File: config.mk
export PLATFORM = sky130hd
export DESIGN_NAME = clock_mode_and_clockout
export DESIGN_NICKNAME = d
export VERILOG_FILES = /design/src/clkmode_pkg.sv /design/src/clock_mode_and_clockout.sv
export SDC_FILE = /design/constraint.sdc
export NUM_CORES = 1
export LEC_CHECK = 0
export ABC_CLOCK_PERIOD_IN_PS = 2600
export BUFFER_PORTS_ARGS = -buffer_cell sky130_fd_sc_hd__buf_4
export CAP_MARGIN = 20
export CORE_MARGIN = 3
export CORE_UTILIZATION = 50
export DETAILED_ROUTE_END_ITERATION = 10
export PLACE_DENSITY = 0.83
export SETUP_SLACK_MARGIN = 0.4
export SLEW_MARGIN = 30
export SYNTH_ARGS = -nofsm -noshare
export SYNTH_HDL_FRONTEND = slang
export SYNTH_SLANG_ARGS = --single-unit
File: constraint.sdc
create_clock -name clock -period 2.6 [get_ports clock]
set_input_delay 0.52 -clock clock [delete_from_list [all_inputs] [get_ports clock]]
set_output_delay 0.52 -clock clock [all_outputs]
set_load 0.02 [all_outputs]
File: src/clkmode_pkg.sv
package clkmode_pkg;
	// Register port widths and counter width
	localparam int ADDR_W = 8;
	localparam int DATA_W = 8;
	localparam int CNT_W = 16;
	// Register byte addresses
	localparam logic [7:0] ADDR_CLOCK_CTRL = 8'h8f;
	localparam logic [7:0] ADDR_T2_CONTROL = 8'hc8;
	localparam logic [7:0] ADDR_T2_MODE = 8'hc9;
	localparam logic [7:0] ADDR_RELOAD_LOW = 8'hca;
	localparam logic [7:0] ADDR_RELOAD_HIGH = 8'hcb;
	localparam logic [7:0] ADDR_COUNT_LOW = 8'hcc;
	localparam logic [7:0] ADDR_COUNT_HIGH = 8'hcd;
	// Reset values and counter top value
	localparam logic [7:0] RST_BYTE = 8'h00;
	localparam logic [15:0] RST_COUNT = 16'h0000;
	localparam logic [15:0] COUNT_MAX = 16'hffff;
	// Field positions in the clock control register
	localparam int BIT_SPEED_DOUBLE = 0;
	// Field positions in the timer 2 control register
	localparam int BIT_T2_FLAG = 7;
	localparam int BIT_T2_EXT_FLAG = 6;
	localparam int BIT_RX_BAUD = 5;
	localparam int BIT_TX_BAUD = 4;
	localparam int BIT_EXT_EN = 3;
	localparam int BIT_T2_RUN = 2;
	localparam int BIT_COUNTER_SEL = 1;
	localparam int BIT_CAPTURE_SEL = 0;
	// Field positions in the timer 2 mode register
	localparam int BIT_CLKOUT_EN = 1;
	localparam int BIT_DOWN_EN = 0;
	localparam logic [7:0] MODE_MASK = 8'h03;
	localparam logic [7:0] CLOCK_CTRL_MASK = 8'h01;
	// Oscillator periods per machine cycle
	localparam logic [3:0] OSC_PER_MC_12 = 4'hc;
	localparam logic [3:0] OSC_PER_MC_6 = 4'h6;
	localparam logic [3:0] MC_ONE = 4'h1;
	// Machine cycles the reset pin must be held
	localparam int RESET_MC = 2;
	localparam logic [4:0] RESET_OSC_12 = 5'(RESET_MC * 12);
	localparam logic [4:0] RESET_OSC_6 = 5'(RESET_MC * 6);
	// Clock period in ns at 40 MHz
	localparam int CLOCK_PERIOD_NS = 25;
endpackage : clkmode_pkg

File: src/clock_mode_and_clockout.sv
// Chosen here: the plain strobed port.
`timescale 1ns/1ps
// Notes on behaviour
// - Speed bit clear and fuse erased gives 12-clock mode, the default.
// - Writing the speed bit to one selects 6-clock mode.
// - Speed bit is readable by software at any time and writable at any time except while sys_reset is held.
// - In 6-clock mode the machine cycle, internal Timer 2 tick and reset hold are half their 12-clock length.
// - Programmed fuse forces 6-clock mode whatever the speed bit says.
// - Clock-out pin can drive a 50% duty clock instead of port use.
// - Clock-out pin can instead feed Timer 2 as external count clock.
// - Clock-out frequency is oscillator over n times (65536 minus reload).
// - Reload value is high and low reload bytes as unsigned 16 bits.
// - Timer 2 roll-overs raise no interrupt in clock-out mode.
// - Baud generation and clock-out may run together at one rate.
// - Reset takes effect after pin high for two machine cycles.
module clock_mode_and_clockout (
	input wire logic clock,
	input wire logic nrst,
	input wire logic [clkmode_pkg::ADDR_W-1:0] reg_addr,
	input wire logic [clkmode_pkg::DATA_W-1:0] reg_wdata,
	input wire logic reg_write,
	input wire logic reg_read,
	output logic [clkmode_pkg::DATA_W-1:0] reg_rdata,
	input wire logic nv_speed_fuse,
	input wire logic reset_pin,
	output logic sys_reset,
	output logic six_clock_mode,
	output logic machine_tick,
	output logic baud_tick,
	output logic timer2_irq,
	input wire logic clkout_pin_in,
	output logic clkout_pin_out,
	output logic clkout_pin_oe
);
	import clkmode_pkg::*;

	logic [7:0] clock_ctrl_reg_q, clock_ctrl_reg_d;
	logic [7:0] t2_control_q, t2_control_d;
	logic [7:0] t2_mode_q, t2_mode_d;
	logic [15:0] reload_q, reload_d;
	logic [15:0] count_q, count_d;
	logic [7:0] rdata_q, rdata_d;
	logic [3:0] mc_cnt_q, mc_cnt_d;
	logic half_q, half_d;
	logic pin_prev_q, pin_prev_d;
	logic toggle_q, toggle_d;
	logic baud_q, baud_d;
	logic [4:0] rst_cnt_q, rst_cnt_d;
	logic sys_reset_q, sys_reset_d;

	logic speed_double_bit;
	logic six_mode;
	logic [3:0] mc_period;
	logic [4:0] rst_limit;
	logic mc_tick;
	logic fast_tick;
	logic ext_fall;
	logic timer2_run;
	logic timer2_counter_select;
	logic clkout_enable;
	logic clkout_mode;
	logic baud_mode;
	logic fast_mode;
	logic t2_tick;
	logic overflow;
	logic wr_t2_control;

	// Mode decode from the registers
	assign speed_double_bit = clock_ctrl_reg_q[BIT_SPEED_DOUBLE];
	assign timer2_run = t2_control_q[BIT_T2_RUN];
	assign timer2_counter_select = t2_control_q[BIT_COUNTER_SEL];
	assign clkout_enable = t2_mode_q[BIT_CLKOUT_EN];
	assign baud_mode = t2_control_q[BIT_RX_BAUD] | t2_control_q[BIT_TX_BAUD];
	assign wr_t2_control = reg_write && (reg_addr == ADDR_T2_CONTROL);

	assign six_mode = nv_speed_fuse | speed_double_bit;

	assign mc_period = six_mode ? OSC_PER_MC_6 : OSC_PER_MC_12;
	assign mc_tick = (mc_cnt_q >= mc_period - MC_ONE);

	assign fast_tick = six_mode | half_q;

	assign ext_fall = pin_prev_q & ~clkout_pin_in;

	assign clkout_mode = clkout_enable & ~timer2_counter_select;
	assign fast_mode = clkout_mode | baud_mode;

	always_comb
	begin
		if (!timer2_run)
			t2_tick = 1'b0;
		else if (timer2_counter_select)
			t2_tick = ext_fall;
		else if (fast_mode)
			t2_tick = fast_tick;
		else
			t2_tick = mc_tick;
	end

	assign overflow = t2_tick && (count_q == COUNT_MAX);

	// Prescalers and edge history
	always_comb
	begin
		mc_cnt_d = mc_tick ? 4'h0 : mc_cnt_q + MC_ONE;
		half_d = six_mode ? 1'b0 : ~half_q;
		pin_prev_d = clkout_pin_in;
		if (sys_reset_q)
		begin
			mc_cnt_d = 4'h0;
			half_d = 1'b0;
		end
	end

	always_ff @(posedge clock or negedge nrst)
	begin
		if (!nrst)
		begin
			mc_cnt_q <= 4'h0;
			half_q <= 1'b0;
			pin_prev_q <= 1'b0;
		end
		else
		begin
			mc_cnt_q <= mc_cnt_d;
			half_q <= half_d;
			pin_prev_q <= pin_prev_d;
		end
	end

	assign rst_limit = six_mode ? RESET_OSC_6 : RESET_OSC_12;
	always_comb
	begin
		rst_cnt_d = 5'h00;
		if (reset_pin)
			rst_cnt_d = (rst_cnt_q >= rst_limit) ? rst_cnt_q : rst_cnt_q + 5'h01;
		sys_reset_d = reset_pin && (sys_reset_q || rst_cnt_d >= rst_limit);
	end

	always_ff @(posedge clock or negedge nrst)
	begin
		if (!nrst)
		begin
			rst_cnt_q <= 5'h00;
			sys_reset_q <= 1'b0;
		end
		else
		begin
			rst_cnt_q <= rst_cnt_d;
			sys_reset_q <= sys_reset_d;
		end
	end

	// Register writes, counter and clock-out state
	always_comb
	begin
		clock_ctrl_reg_d = clock_ctrl_reg_q;
		t2_control_d = t2_control_q;
		t2_mode_d = t2_mode_q;
		reload_d = reload_q;
		count_d = count_q;
		toggle_d = toggle_q;
		baud_d = overflow && baud_mode;
		if (reg_write && reg_addr == ADDR_CLOCK_CTRL)
			clock_ctrl_reg_d = reg_wdata & CLOCK_CTRL_MASK;
		if (wr_t2_control)
			t2_control_d = reg_wdata;
		if (reg_write && reg_addr == ADDR_T2_MODE)
			t2_mode_d = reg_wdata & MODE_MASK;
		if (reg_write && reg_addr == ADDR_RELOAD_LOW)
			reload_d[7:0] = reg_wdata;
		if (reg_write && reg_addr == ADDR_RELOAD_HIGH)
			reload_d[15:8] = reg_wdata;
		if (overflow)
			count_d = reload_q;
		else if (t2_tick)
			count_d = count_q + 16'h0001;
		if (reg_write && reg_addr == ADDR_COUNT_LOW)
			count_d[7:0] = reg_wdata;
		if (reg_write && reg_addr == ADDR_COUNT_HIGH)
			count_d[15:8] = reg_wdata;
		// flag only outside clock-out and baud use
		if (overflow && !fast_mode)
			t2_control_d[BIT_T2_FLAG] = 1'b1;
		if (overflow && clkout_mode)
			toggle_d = ~toggle_q;
		if (sys_reset_q)
		begin
			clock_ctrl_reg_d = RST_BYTE;
			t2_control_d = RST_BYTE;
			t2_mode_d = RST_BYTE;
			reload_d = RST_COUNT;
			count_d = RST_COUNT;
			toggle_d = 1'b0;
			baud_d = 1'b0;
		end
	end

	always_ff @(posedge clock or negedge nrst)
	begin
		if (!nrst)
		begin
			clock_ctrl_reg_q <= RST_BYTE;
			t2_control_q <= RST_BYTE;
			t2_mode_q <= RST_BYTE;
			reload_q <= RST_COUNT;
			count_q <= RST_COUNT;
			toggle_q <= 1'b0;
			baud_q <= 1'b0;
		end
		else
		begin
			clock_ctrl_reg_q <= clock_ctrl_reg_d;
			t2_control_q <= t2_control_d;
			t2_mode_q <= t2_mode_d;
			reload_q <= reload_d;
			count_q <= count_d;
			toggle_q <= toggle_d;
			baud_q <= baud_d;
		end
	end

	// Read data one cycle after the strobe; unmapped reads give zero
	always_comb
	begin
		rdata_d = RST_BYTE;
		if (reg_read)
		begin
			unique case (reg_addr)
				ADDR_CLOCK_CTRL: rdata_d = clock_ctrl_reg_q;
				ADDR_T2_CONTROL: rdata_d = t2_control_q;
				ADDR_T2_MODE: rdata_d = t2_mode_q;
				ADDR_RELOAD_LOW: rdata_d = reload_q[7:0];
				ADDR_RELOAD_HIGH: rdata_d = reload_q[15:8];
				ADDR_COUNT_LOW: rdata_d = count_q[7:0];
				ADDR_COUNT_HIGH: rdata_d = count_q[15:8];
				default: rdata_d = RST_BYTE;
			endcase
		end
	end

	always_ff @(posedge clock or negedge nrst)
	begin
		if (!nrst)
			rdata_q <= RST_BYTE;
		else
			rdata_q <= rdata_d;
	end

	// Outputs
	assign reg_rdata = rdata_q;
	assign sys_reset = sys_reset_q;
	assign six_clock_mode = six_mode;
	assign machine_tick = mc_tick;
	assign baud_tick = baud_q;
	assign timer2_irq = t2_control_q[BIT_T2_FLAG];
	// pin driven only in clock-out mode
	assign clkout_pin_out = toggle_q;
	assign clkout_pin_oe = clkout_mode;

	mode_default_a: assert property (@(posedge clock) disable iff (!nrst)
		(!nv_speed_fuse && !speed_double_bit) |-> (!six_mode && mc_period == OSC_PER_MC_12))
		else $error("slow mode not selected by default");
	mode_double_a: assert property (@(posedge clock) disable iff (!nrst)
		(reg_write && reg_addr == ADDR_CLOCK_CTRL && reg_wdata[BIT_SPEED_DOUBLE] && !sys_reset_q)
		|=> six_clock_mode)
		else $error("speed bit write did not select fast mode");
	speed_readback_a: assert property (@(posedge clock) disable iff (!nrst)
		(reg_write && reg_addr == ADDR_CLOCK_CTRL && !sys_reset_q)
		##1 (reg_read && reg_addr == ADDR_CLOCK_CTRL && !sys_reset_q)
		|=> reg_rdata[BIT_SPEED_DOUBLE] == $past(reg_wdata[BIT_SPEED_DOUBLE], 2))
		else $error("speed bit readback wrong");
	// machine cycle spacing in fast mode
	mc_spacing_a: assert property (@(posedge clock) disable iff (!nrst)
		(mc_tick && six_mode && !sys_reset_q) ##1 (six_mode && !sys_reset_q) [*6]
		|-> mc_tick && !$past(mc_tick) && !$past(mc_tick, 5))
		else $error("machine cycle not six clocks");
	fuse_force_a: assert property (@(posedge clock) disable iff (!nrst)
		nv_speed_fuse |-> (six_clock_mode && rst_limit == RESET_OSC_6))
		else $error("fuse did not force fast mode");
	clkout_drive_a: assert property (@(posedge clock) disable iff (!nrst)
		clkout_pin_oe == (t2_mode_q[BIT_CLKOUT_EN] && !t2_control_q[BIT_COUNTER_SEL]))
		else $error("clock-out enable wrong");
	ext_count_a: assert property (@(posedge clock) disable iff (!nrst)
		(t2_tick && timer2_counter_select) |-> ($past(clkout_pin_in) && !clkout_pin_in))
		else $error("counter ticked without falling edge");
	// slow clock-out timebase every second clock
	fast_rate_a: assert property (@(posedge clock) disable iff (!nrst)
		(t2_tick && clkout_mode && !six_mode) |=> (!t2_tick || six_mode || sys_reset_q))
		else $error("slow clock-out counted on two clocks in a row");
	six_rate_a: assert property (@(posedge clock) disable iff (!nrst)
		(timer2_run && clkout_mode && six_mode) |-> t2_tick)
		else $error("fast clock-out skipped a clock");
	reload_value_a: assert property (@(posedge clock) disable iff (!nrst)
		(overflow && !reg_write && !sys_reset_q) |=> count_q == $past(reload_q))
		else $error("counter not reloaded");
	no_irq_a: assert property (@(posedge clock) disable iff (!nrst)
		(clkout_mode && !wr_t2_control) |=> !$rose(timer2_irq))
		else $error("interrupt flag rose in clock-out mode");
	baud_same_a: assert property (@(posedge clock) disable iff (!nrst)
		(overflow && baud_mode && !sys_reset_q) |=> baud_tick)
		else $error("baud tick missing on overflow");
	// reset needs twelve clocks of pin high at least
	reset_hold_a: assert property (@(posedge clock) disable iff (!nrst)
		$rose(sys_reset) |-> ($past(reset_pin, 1) && $past(reset_pin, 12)))
		else $error("reset taken on a short pulse");
	clkout_toggle_a: assert property (@(posedge clock) disable iff (!nrst)
		(overflow && clkout_mode && !sys_reset_q) |=> clkout_pin_out != $past(clkout_pin_out))
		else $error("clock-out did not toggle");

endmodule : clock_mode_and_clockout

=== After elaboration in Yosys (flattened, before gate mapping) ===
Cells that the tools add are included.

* Bits in registers: 78
* Input bits: 23
* Output and inout bits: 15
* Word-level logic and storage cells: 95

* Add/subtract/negate cells: 4
* Magnitude comparators: 3
* Equality and inequality tests: 8
* Mux-type cells: 31
* Bitwise gates (word level): 10
* Reductions and logical operators: 23

{| class="wikitable"
|+ Operators with widths
! kind !! number
|-
| two-way mux 8 bit || 11
|-
| two-way mux 16 bit || 4
|-
| == test 8 bit (second input constant) || 7
|-
| one-hot mux 8 bit (7 select lines) || 1
|-
| adder 16 x 1 -> 16 bit (second input constant) || 1
|-
| == test 16 bit (second input constant) || 1
|-
| two-way mux 5 bit || 3
|-
| logical AND 1 bit || 12
|-
| two-way mux 4 bit || 3
|-
| nonzero test 2 bit || 6
|-
| greater-or-equal comparator 5 bit || 2
|-
| two-way mux 1 bit || 9
|-
| nonzero test 4 bit || 2
|-
| adder 5 x 1 -> 5 bit (second input constant) || 1
|-
| adder 4 x 1 -> 4 bit (second input constant) || 1
|-
| greater-or-equal comparator 4 bit || 1
|-
| inverter 1 bit || 4
|-
| bitwise OR 1 bit || 4
|-
| subtractor 4 x 1 -> 4 bit (second input constant) || 1
|-
| nonzero test 3 bit || 1
|-
| bitwise AND 1 bit || 2
|-
| logical NOT 1 bit || 1
|-
| logical OR 1 bit || 1
|}

=== Depth between registers and ports, before layout ===
Gate-level depths: netlist of the first run.

* Depth in word-level cells: 11
* Mapped depth: 11
* Gate-level depth less buffers: 11

=== Least setup slack after synthesis of the first run ===
OpenSTA, ideal clock, no wires.

* Path kind: in2reg
* From: input port nv_speed_fuse
* To: register sys_reset_q (netlist: sys_reset)
* Library setup time: 0.120 ns
* Arrival: 2.814 ns
* Required time: 2.480 ns
* Slack: -0.334 ns
* Stages on the path: 11
* Buffers on the path: 0
* Path through: or2_2 -> ha_1 -> a21bo_2 -> a31oi_1 -> nand2_1 -> xnor2_1 -> nand2b_1 -> ha_1 -> nand4b_1 -> o211ai_1 -> a31o_2

* Word-level cells in the longest chain between the ends: 8

{| class="wikitable"
|+ RTL lines
! element !! line !! text
|-
| start: declaration || clock_mode_and_clockout.sv:24 || <nowiki>input wire logic nv_speed_fuse,</nowiki>
|-
| bitwise OR 1 bit (*) || clock_mode_and_clockout.sv:76 || <nowiki>assign six_mode = nv_speed_fuse | speed_double_bit;</nowiki>
|-
| two-way mux 5 bit (*) || clock_mode_and_clockout.sv:131 || <nowiki>assign rst_limit = six_mode ? RESET_OSC_6 : RESET_OSC_12;</nowiki>
|-
| greater-or-equal comparator 5 bit || clock_mode_and_clockout.sv:136 || <nowiki>rst_cnt_d = (rst_cnt_q >= rst_limit) ? rst_cnt_q : rst_cnt_q + 5'h01;</nowiki>
|-
| two-way mux 5 bit || clock_mode_and_clockout.sv:136 ||
|-
| two-way mux 5 bit || clock_mode_and_clockout.sv:135 || <nowiki>if (reset_pin)</nowiki>
|-
| greater-or-equal comparator 5 bit (*) || clock_mode_and_clockout.sv:137 || <nowiki>sys_reset_d = reset_pin && (sys_reset_q || rst_cnt_d >= rst_limit);</nowiki>
|-
| logical OR 1 bit (*) || clock_mode_and_clockout.sv:137 ||
|-
| logical AND 1 bit (*) || clock_mode_and_clockout.sv:137 ||
|-
| net sys_reset_d || clock_mode_and_clockout.sv:49 || <nowiki>logic sys_reset_q, sys_reset_d;</nowiki>
|-
| end signal: assignment || clock_mode_and_clockout.sv:150 || <nowiki>sys_reset_q <= sys_reset_d;</nowiki>
|-
| end: declaration || clock_mode_and_clockout.sv:49 ||
|}

The timed path passes the listed nets; every way through them passes the cells marked *.
A chain may end at the register's enable or synchronous reset.

=== Worst setup path after layout of the first run ===
* From: register clock_ctrl_reg_q[0]
* To: register sys_reset_q (netlist: sys_reset)

* Word-level cells in the longest chain between the ends: 8

{| class="wikitable"
|+ RTL lines
! element !! line !! text
|-
| start: declaration || clock_mode_and_clockout.sv:37 || <nowiki>logic [7:0] clock_ctrl_reg_q, clock_ctrl_reg_d;</nowiki>
|-
| start signal: assignment || clock_mode_and_clockout.sv:213 || <nowiki>clock_ctrl_reg_q <= clock_ctrl_reg_d;</nowiki>
|-
| bitwise OR 1 bit (*) || clock_mode_and_clockout.sv:76 ||
|-
| two-way mux 5 bit (*) || clock_mode_and_clockout.sv:131 ||
|-
| greater-or-equal comparator 5 bit || clock_mode_and_clockout.sv:136 ||
|-
| two-way mux 5 bit || clock_mode_and_clockout.sv:136 ||
|-
| two-way mux 5 bit || clock_mode_and_clockout.sv:135 ||
|-
| greater-or-equal comparator 5 bit (*) || clock_mode_and_clockout.sv:137 ||
|-
| logical OR 1 bit (*) || clock_mode_and_clockout.sv:137 ||
|-
| logical AND 1 bit (*) || clock_mode_and_clockout.sv:137 ||
|-
| net sys_reset_d || clock_mode_and_clockout.sv:49 ||
|}

Marks and branches as above.

==> results.md, run 1 <==
- Pin count of the biggest net entering global routing: 66
- Data arrival time of the critical path: 2.67 ns
- Number of diodes: 0
- Die ar.: 8590 um2
- Yosys top cell by area: dfrtp_1
- Worst path max stage delay: 0.38 ns
- Fin crit period: 2.43 ns
- R2r startpoint: clock_ctrl_reg_q[0]$_DFFE_PN0P_
- Fin. Hold Viols: 0
- Min-delay worst type: in -> reg
- Average vias per placed instance: 6.44
- Post-Syn Area: 3760 um2
- DRT iter0 DRCs: 499
- Final ANT Viol Nets: 0
- Vias: 3,579
- Post-route clock skew: 0.0122 ns
- Commonest non-fill, non-tap cells in the layout: buf_4 (66), dfrtp_1 (62), nor2_1 (55)
- Synth Instances: 393
- Commonest non-fill, non-tap cell in the layout: buf_4
- # IOs: 38
- Hold path startpoint: clkout_pin_in
- RSZ-0062 raised after global routing: true
- Sequential share of the synthesized area: 43.3%
- DR top layer: met4
- Final Util: 68.9%
- Peak supply drop: 0.502 mV
- Met2 WL: 5320 um
- Die W: 92.7 um
- Final #Nets: 486
- Cell row count: 30
- Metal1 wirelength: 4520 um
- CTS H-Tree Depth: 3
- Clock Path Buffers: 2
- PortBufs: 37
- Power density over cell area: 574 nW/um2
- Initial Utilization: 53.5%
- GP Congestion: 0.964
- CTS Buf Count: 9
- Initial antenna violation count: 0
- First-pass GRT wire length: 17,600 um
- Clk_lat worst skew: 0.36 ns
- Synth Register Bits: 65
- CORE AREA: 7020 um2
- Max-slew headroom: 45.2%
- WP buf/inv: 0
- Outcome: completed
- WP depth: 11
- Detailed-route wire length: 11,300 um
- Gr ovfl total: 0
- Synth warnings: 0
- # setup viols final: 0
- Actual slew at the worst max-slew pin: 0.822 ns
- FILL cells: 506
- LEAKAGE: 2.32 nW
- Register area: 1630 um2
- WL/cell: 20.3 um
- CTS tree: built
- HPWL after detailed placement: 7550 um
- R2R depth: 11
- CTS Root Cell: clkbuf_8
- Synth top area share: 43.3%
- Critical path, cell by cell: or2_4, ha_4, a21bo_4, a31oi_4, nand2_2, xnor2_2, nand2b_4, ha_4, nand3_1, o211ai_1, a31o_2
- MaxCap Viol Count: 0
- Hold path cells: 1
- Worst Path Max Fanout: 3
- Worst Setup End Kind: flop
- Final slew viol count: 0
- Die Y: 92.7 um
- Cell family with most CP delay: compound AO/OA/AOI/OAI gates
- CP max stage cell: dfrtp_1
- Crit path from: clock_ctrl_reg_q[0]$_DFFE_PN0P_
- Critical Path RT: 2.85 ns
- GRT Total Usage: 26.3%
- Syn-to-layout area delta: 28.8%
- CP Launch Type: flop
- Post-synth ARST share: 100%
- Vias in the first global route: 3,378
- EDFF count, synth: 0
- Area occupied by multi-input gates: 2250 um2
- Final period utilization: 93.3%
- Post-CTS Hold Buffers: 0
- Drc violations: 0
- Mapped Avg Cell Area: 9.56 um2
- Sink Count: 65
- Synth area leaders: dfrtp_1 (43%), mux2i_1 (7.5%), nor2_1 (5.6%), ha_1 (2.7%), nand2_1 (2.2%)
- Worst Path Class, Setup: reg -> reg
- Primary FF master, synth: dfrtp_1
- Wire length on met3: 1140 um
- Layout cells sized above 1: 30.2%
- Most used cell, CP: ha_4
- Distinct cells, synth: 59
- Iteration count of the initial detailed-routing pass: 5
- Clock slew at reported path FFs: 0.09 ns
- Fin Setup TNS: 0 ns
- Net count after synthesis: 424
- Fmax: 0.412 GHz
## metal layers
layer  track usage [%]  vias up
met5                 0        -
met4              10.0        0
met3              7.39       41
met2              41.8      236
met1              34.4     1720
li1                  -     1582
## cell type report
cell class              count  area share (%)
repair buffers             74            12.5
inverters                   9           0.698
flip-flops and latches     65            33.7
multi-input cells         296            46.4
clock buffers               9            2.56
well taps                  96            2.48
clock inverters             7            1.68
## registers in the layout, indices dropped and copies added, names as in the netlist
register,flops
baud_tick,1
clkout_pin_out,1
clock_ctrl_reg_q,1
count_q,16
half_q,1
mc_cnt_q,4
pin_prev_q,1
reg_rdata,8
reload_q,16
rst_cnt_q,5
sys_reset,1
t2_control_q,8
t2_mode_q,2
## report_power, final
group	internal (mW)	switching (mW)	leakage, nW
registers	1.11	0.151	0.878
clock network	0.459	0.452	0.102
logic	0.306	0.295	1.34
total	1.88	0.898	2.32
## cell families (layout without fill, tap and decap cells)
| logic type | after synthesis | in the layout | share of synthesized area, % |
|---|---|---|---|
| AO/OA/AOI/OAI | 89 | 89 | 17.2 |
| buffers and inverters | 32 | 99 | 3.50 |
| multiplexers | 37 | 37 | 10.9 |
| adder cells (fa/ha/maj) | 8 | 8 | 2.66 |
| AND/OR/NAND/NOR | 153 | 153 | 20.4 |
| XOR/XNOR | 9 | 9 | 2.10 |
| flip-flops | 65 | 65 | 43.3 |
## synth_stat cells, drive strengths merged, types with 6 or more instances
library cell	instances
nand2	22
clkbuf	19
ha	8
dfrtp	65
xnor2	6
a31oi	7
a21oi	16
nand4	11
a22o	8
nor2	56
nand2b	12
mux2i	28
nand3	14
mux2	7
o21ai	11
inv	9
## per-stage QoR
stage                     std cells  cell area (um2)  power (mW)  hold WS (ns)  setup WS (ns)
after floorplan                 393             3800        1.56         0.224         0.0568
after global placement          526             4270        1.74         0.425       -0.00339
after detailed placement        526             4270        1.76         0.422        -0.0961
after CTS                       547             4570        2.72         0.256          0.196
after global routing            556             4840        2.91         0.248         0.0651
final                           556             4840        2.78         0.271          0.175
## worst paths after layout
check	to	slack [ns]
min	pin_prev_q$_DFF_PN0_	0.27
max in group asynchronous	count_q[8]$_DFFE_PN0P_	1.76
min in group asynchronous	t2_control_q[6]$_DFFE_PN0P_	0.28
max reg2reg	sys_reset$_DFF_PN0_	0.17
max	sys_reset$_DFF_PN0_	0.17
min reg2reg	half_q$_DFF_PN0_	0.44
## what timing repair did
action | in CTS | in global routing
endpoints found under the setup margin | 8 | 18
cloned | 0 | 2
buffers inserted | 5 | 7
pin swaps | 7 | 20
resized for setup | 9 | 40
No activity file was read; power rests on OpenSTA's default activity.
==> run 2: changes to the inputs <==
--- a/config.mk
+++ b/config.mk
@@ -11,6 +11,7 @@
 export CORE_MARGIN = 3
 export CORE_UTILIZATION = 50
 export DETAILED_ROUTE_END_ITERATION = 10
+export GPL_TIMING_DRIVEN = 0
 export PLACE_DENSITY = 0.83
 export SETUP_SLACK_MARGIN = 0.4
 export SLEW_MARGIN = 30
==> results.md, run 2 (same netlist as run 1, synthesis figures left out) <==
- Commonest non-fill, non-tap cells in the layout: dfrtp_1 (61), buf_4 (57), nor2_1 (56)
- CTS Buf Count: 9
- Worst Path Max Fanout: 3
- Commonest non-fill, non-tap cell in the layout: dfrtp_1
- Vias: 3,825
- GP Congestion: 0.968
- Biggest regs: count_q (16), reload_q (16)
- Clk_lat worst skew: 0.37 ns
- Syn-to-layout area delta: 33.6%
- Drc violations: 0
- Peak supply drop: 0.488 mV
- Clock Path Buffers: 2
- # IOs: 38
- First-pass GRT wire length: 19,500 um
- CP max stage cell: dfrtp_2
- Actual slew at the worst max-slew pin: 0.864 ns
- Vias in the first global route: 3,745
- Pin count of the biggest net entering global routing: 66
- Hold slack: 0.230 ns
- Int Power: 1.91 mW
- Initial antenna violation count: 0
- Iteration count of the initial detailed-routing pass: 5
- Layout cells sized above 1: 31.2%
- Final #Nets: 504
- Cell row count: 30
- Seq pwr share: 45.3%
- Average vias per placed instance: 6.66
- Fin cells: 574
- Power density over cell area: 561 nW/um2
- Final period utilization: 96.3%
- Critical Path RT: 2.86 ns
- HPWL after detailed placement: 7810 um
- Die W: 92.7 um
- MaxCap Viol Count: 0
- Clk pwr share: 32.1%
- Die ar.: 8590 um2
- Sink Count: 65
- Initial Utilization: 53.5%
- Logic pwr share: 22.6%
- CTS H-Tree Depth: 3
- Final slew viol count: 0
- Min-delay worst type: in -> async
- Fmax: 0.400 GHz
- Clock slew at reported path FFs: 0.07 ns
- Worst Setup End Kind: flop
- Sw frac: 32.2%
- Data arrival time of the critical path: 2.76 ns
- Flop2flop setup slack: 0.1 ns
- R2R depth: 12
- Outcome: completed
- LEAKAGE: 2.42 nW
- Detailed-route wire length: 12,500 um
- Fin. Hold Viols: 0
- CTS tree: built
- R2r startpoint: clock_ctrl_reg_q[0]$_DFFE_PN0P_
- Fin crit period: 2.50 ns
- Number of diodes: 0
- Max-slew headroom: 42.4%
- Most used cell, CP: nor2_1
- # setup viols final: 0
- Worst path max stage delay: 0.44 ns
- Fin Setup TNS: 0 ns
- Cell family with most CP delay: simple AND/OR/NAND/NOR gates
- CORE AREA: 7020 um2
- CP Launch Type: flop
- PortBufs: 37
- Gr ovfl total: 0
- WL/cell: 21.7 um
- Placed cell count: 526
- DRT iter0 DRCs: 470
- Worst Path Class, Setup: reg -> reg
- Sw Pwr: 0.907 mW
- Crit Reg-Reg Endpoint: sys_reset$_DFF_PN0_
- GRT Total Usage: 29.5%
- Final ANT Viol Nets: 0
- RSZ-0062 raised after global routing: true
- WP buf/inv: 1
- Post-route clock skew: 0.00683 ns
- Die Y: 92.7 um
- Critical path, cell by cell: or2_4, ha_4, a21bo_4, a31oi_4, buf_6, nand4_1, xor2_1, nor2_1, ha_1, nor2_1, nor2_1, a31o_2
- CTS Root Cell: clkbuf_8
run 2: changes by cell type in the layout (fill, tap and decap cells not counted), sizes merged:
| cell | before | now |
|---|---|---|
| clkbuf | 9 | 28 |
| inv | 14 | 9 |
| clkinv | 0 | 3 |
| clkinvlp | 1 | 2 |
run 2: area by class of cell:
cell class,count,area (um2)
repair buffers,69,593
plain buffers,23,133
inverters,9,33.8
well taps,96,120
clock buffers,10,138
fillers,500,2000
flip-flops and latches,65,1630
multi-input cells,296,2300
clock inverters,6,67.6
run 2: timing repair:
action / CTS / global route
pin swaps: 25 / 19
setup buffers: 26 / 5
resized for setup: 46 / 32
endpoints found under the setup margin: 36 / 42
cloned: 1 / 0
hold buffers: 0 / 0
run 2: per-stage QoR:
step                area (um2)  setup slack (ns)  utilization (%)  power (mW)
floorplan                 3800            0.0568                -        1.56
global placement          4200            -0.175             59.8        1.72
detailed placement        4200            -0.238             59.9        1.75
CTS                       4810             0.127             68.5        2.74
global route              5020            0.0239             71.5        2.94
finish                    5020            0.0971             71.5        2.82
run 2: how the worst max path moves through the flow:
| stage | from | cells past startpoint | end | slack (ns) |
|---|---|---|---|---|
| 2_1_floorplan | nv_speed_fuse | 11 | sys_reset$_DFF_PN0_ | 0.06 |
| 3_3_place_gp | nv_speed_fuse | 12 | sys_reset$_DFF_PN0_ | -0.17 |
| 3_5_place_dp | nv_speed_fuse | 12 | sys_reset$_DFF_PN0_ | -0.24 |
| 4_1_cts | clock_ctrl_reg_q[0]$_DFFE_PN0P_ | 10 | sys_reset$_DFF_PN0_ | 0.13 |
| 5_1_grt | clock_ctrl_reg_q[0]$_DFFE_PN0P_ | 12 | sys_reset$_DFF_PN0_ | 0.02 |
| 6_report | clock_ctrl_reg_q[0]$_DFFE_PN0P_ | 12 | sys_reset$_DFF_PN0_ | 0.1 |
run 2: power by group through the flow:
| stage | sequential (mW) | clock (mW) | combinational, mW |
|---|---|---|---|
| CTS | 1.25 | 0.906 | 0.586 |
| floorplan | 1.22 | 0 | 0.338 |
| detailed placement | 1.26 | 0 | 0.487 |
| finish | 1.27 | 0.903 | 0.637 |
| global placement | 1.25 | 0 | 0.468 |
| global route | 1.29 | 0.955 | 0.702 |
run 2: routing by layer:
layer,up-vias,track usage (%),wire (um)
met5,-,0,0
met4,0,12.2,554
met3,76,8.69,1390
met2,282,47.4,5920
met1,1846,37.1,4610
li1,1621,-,-
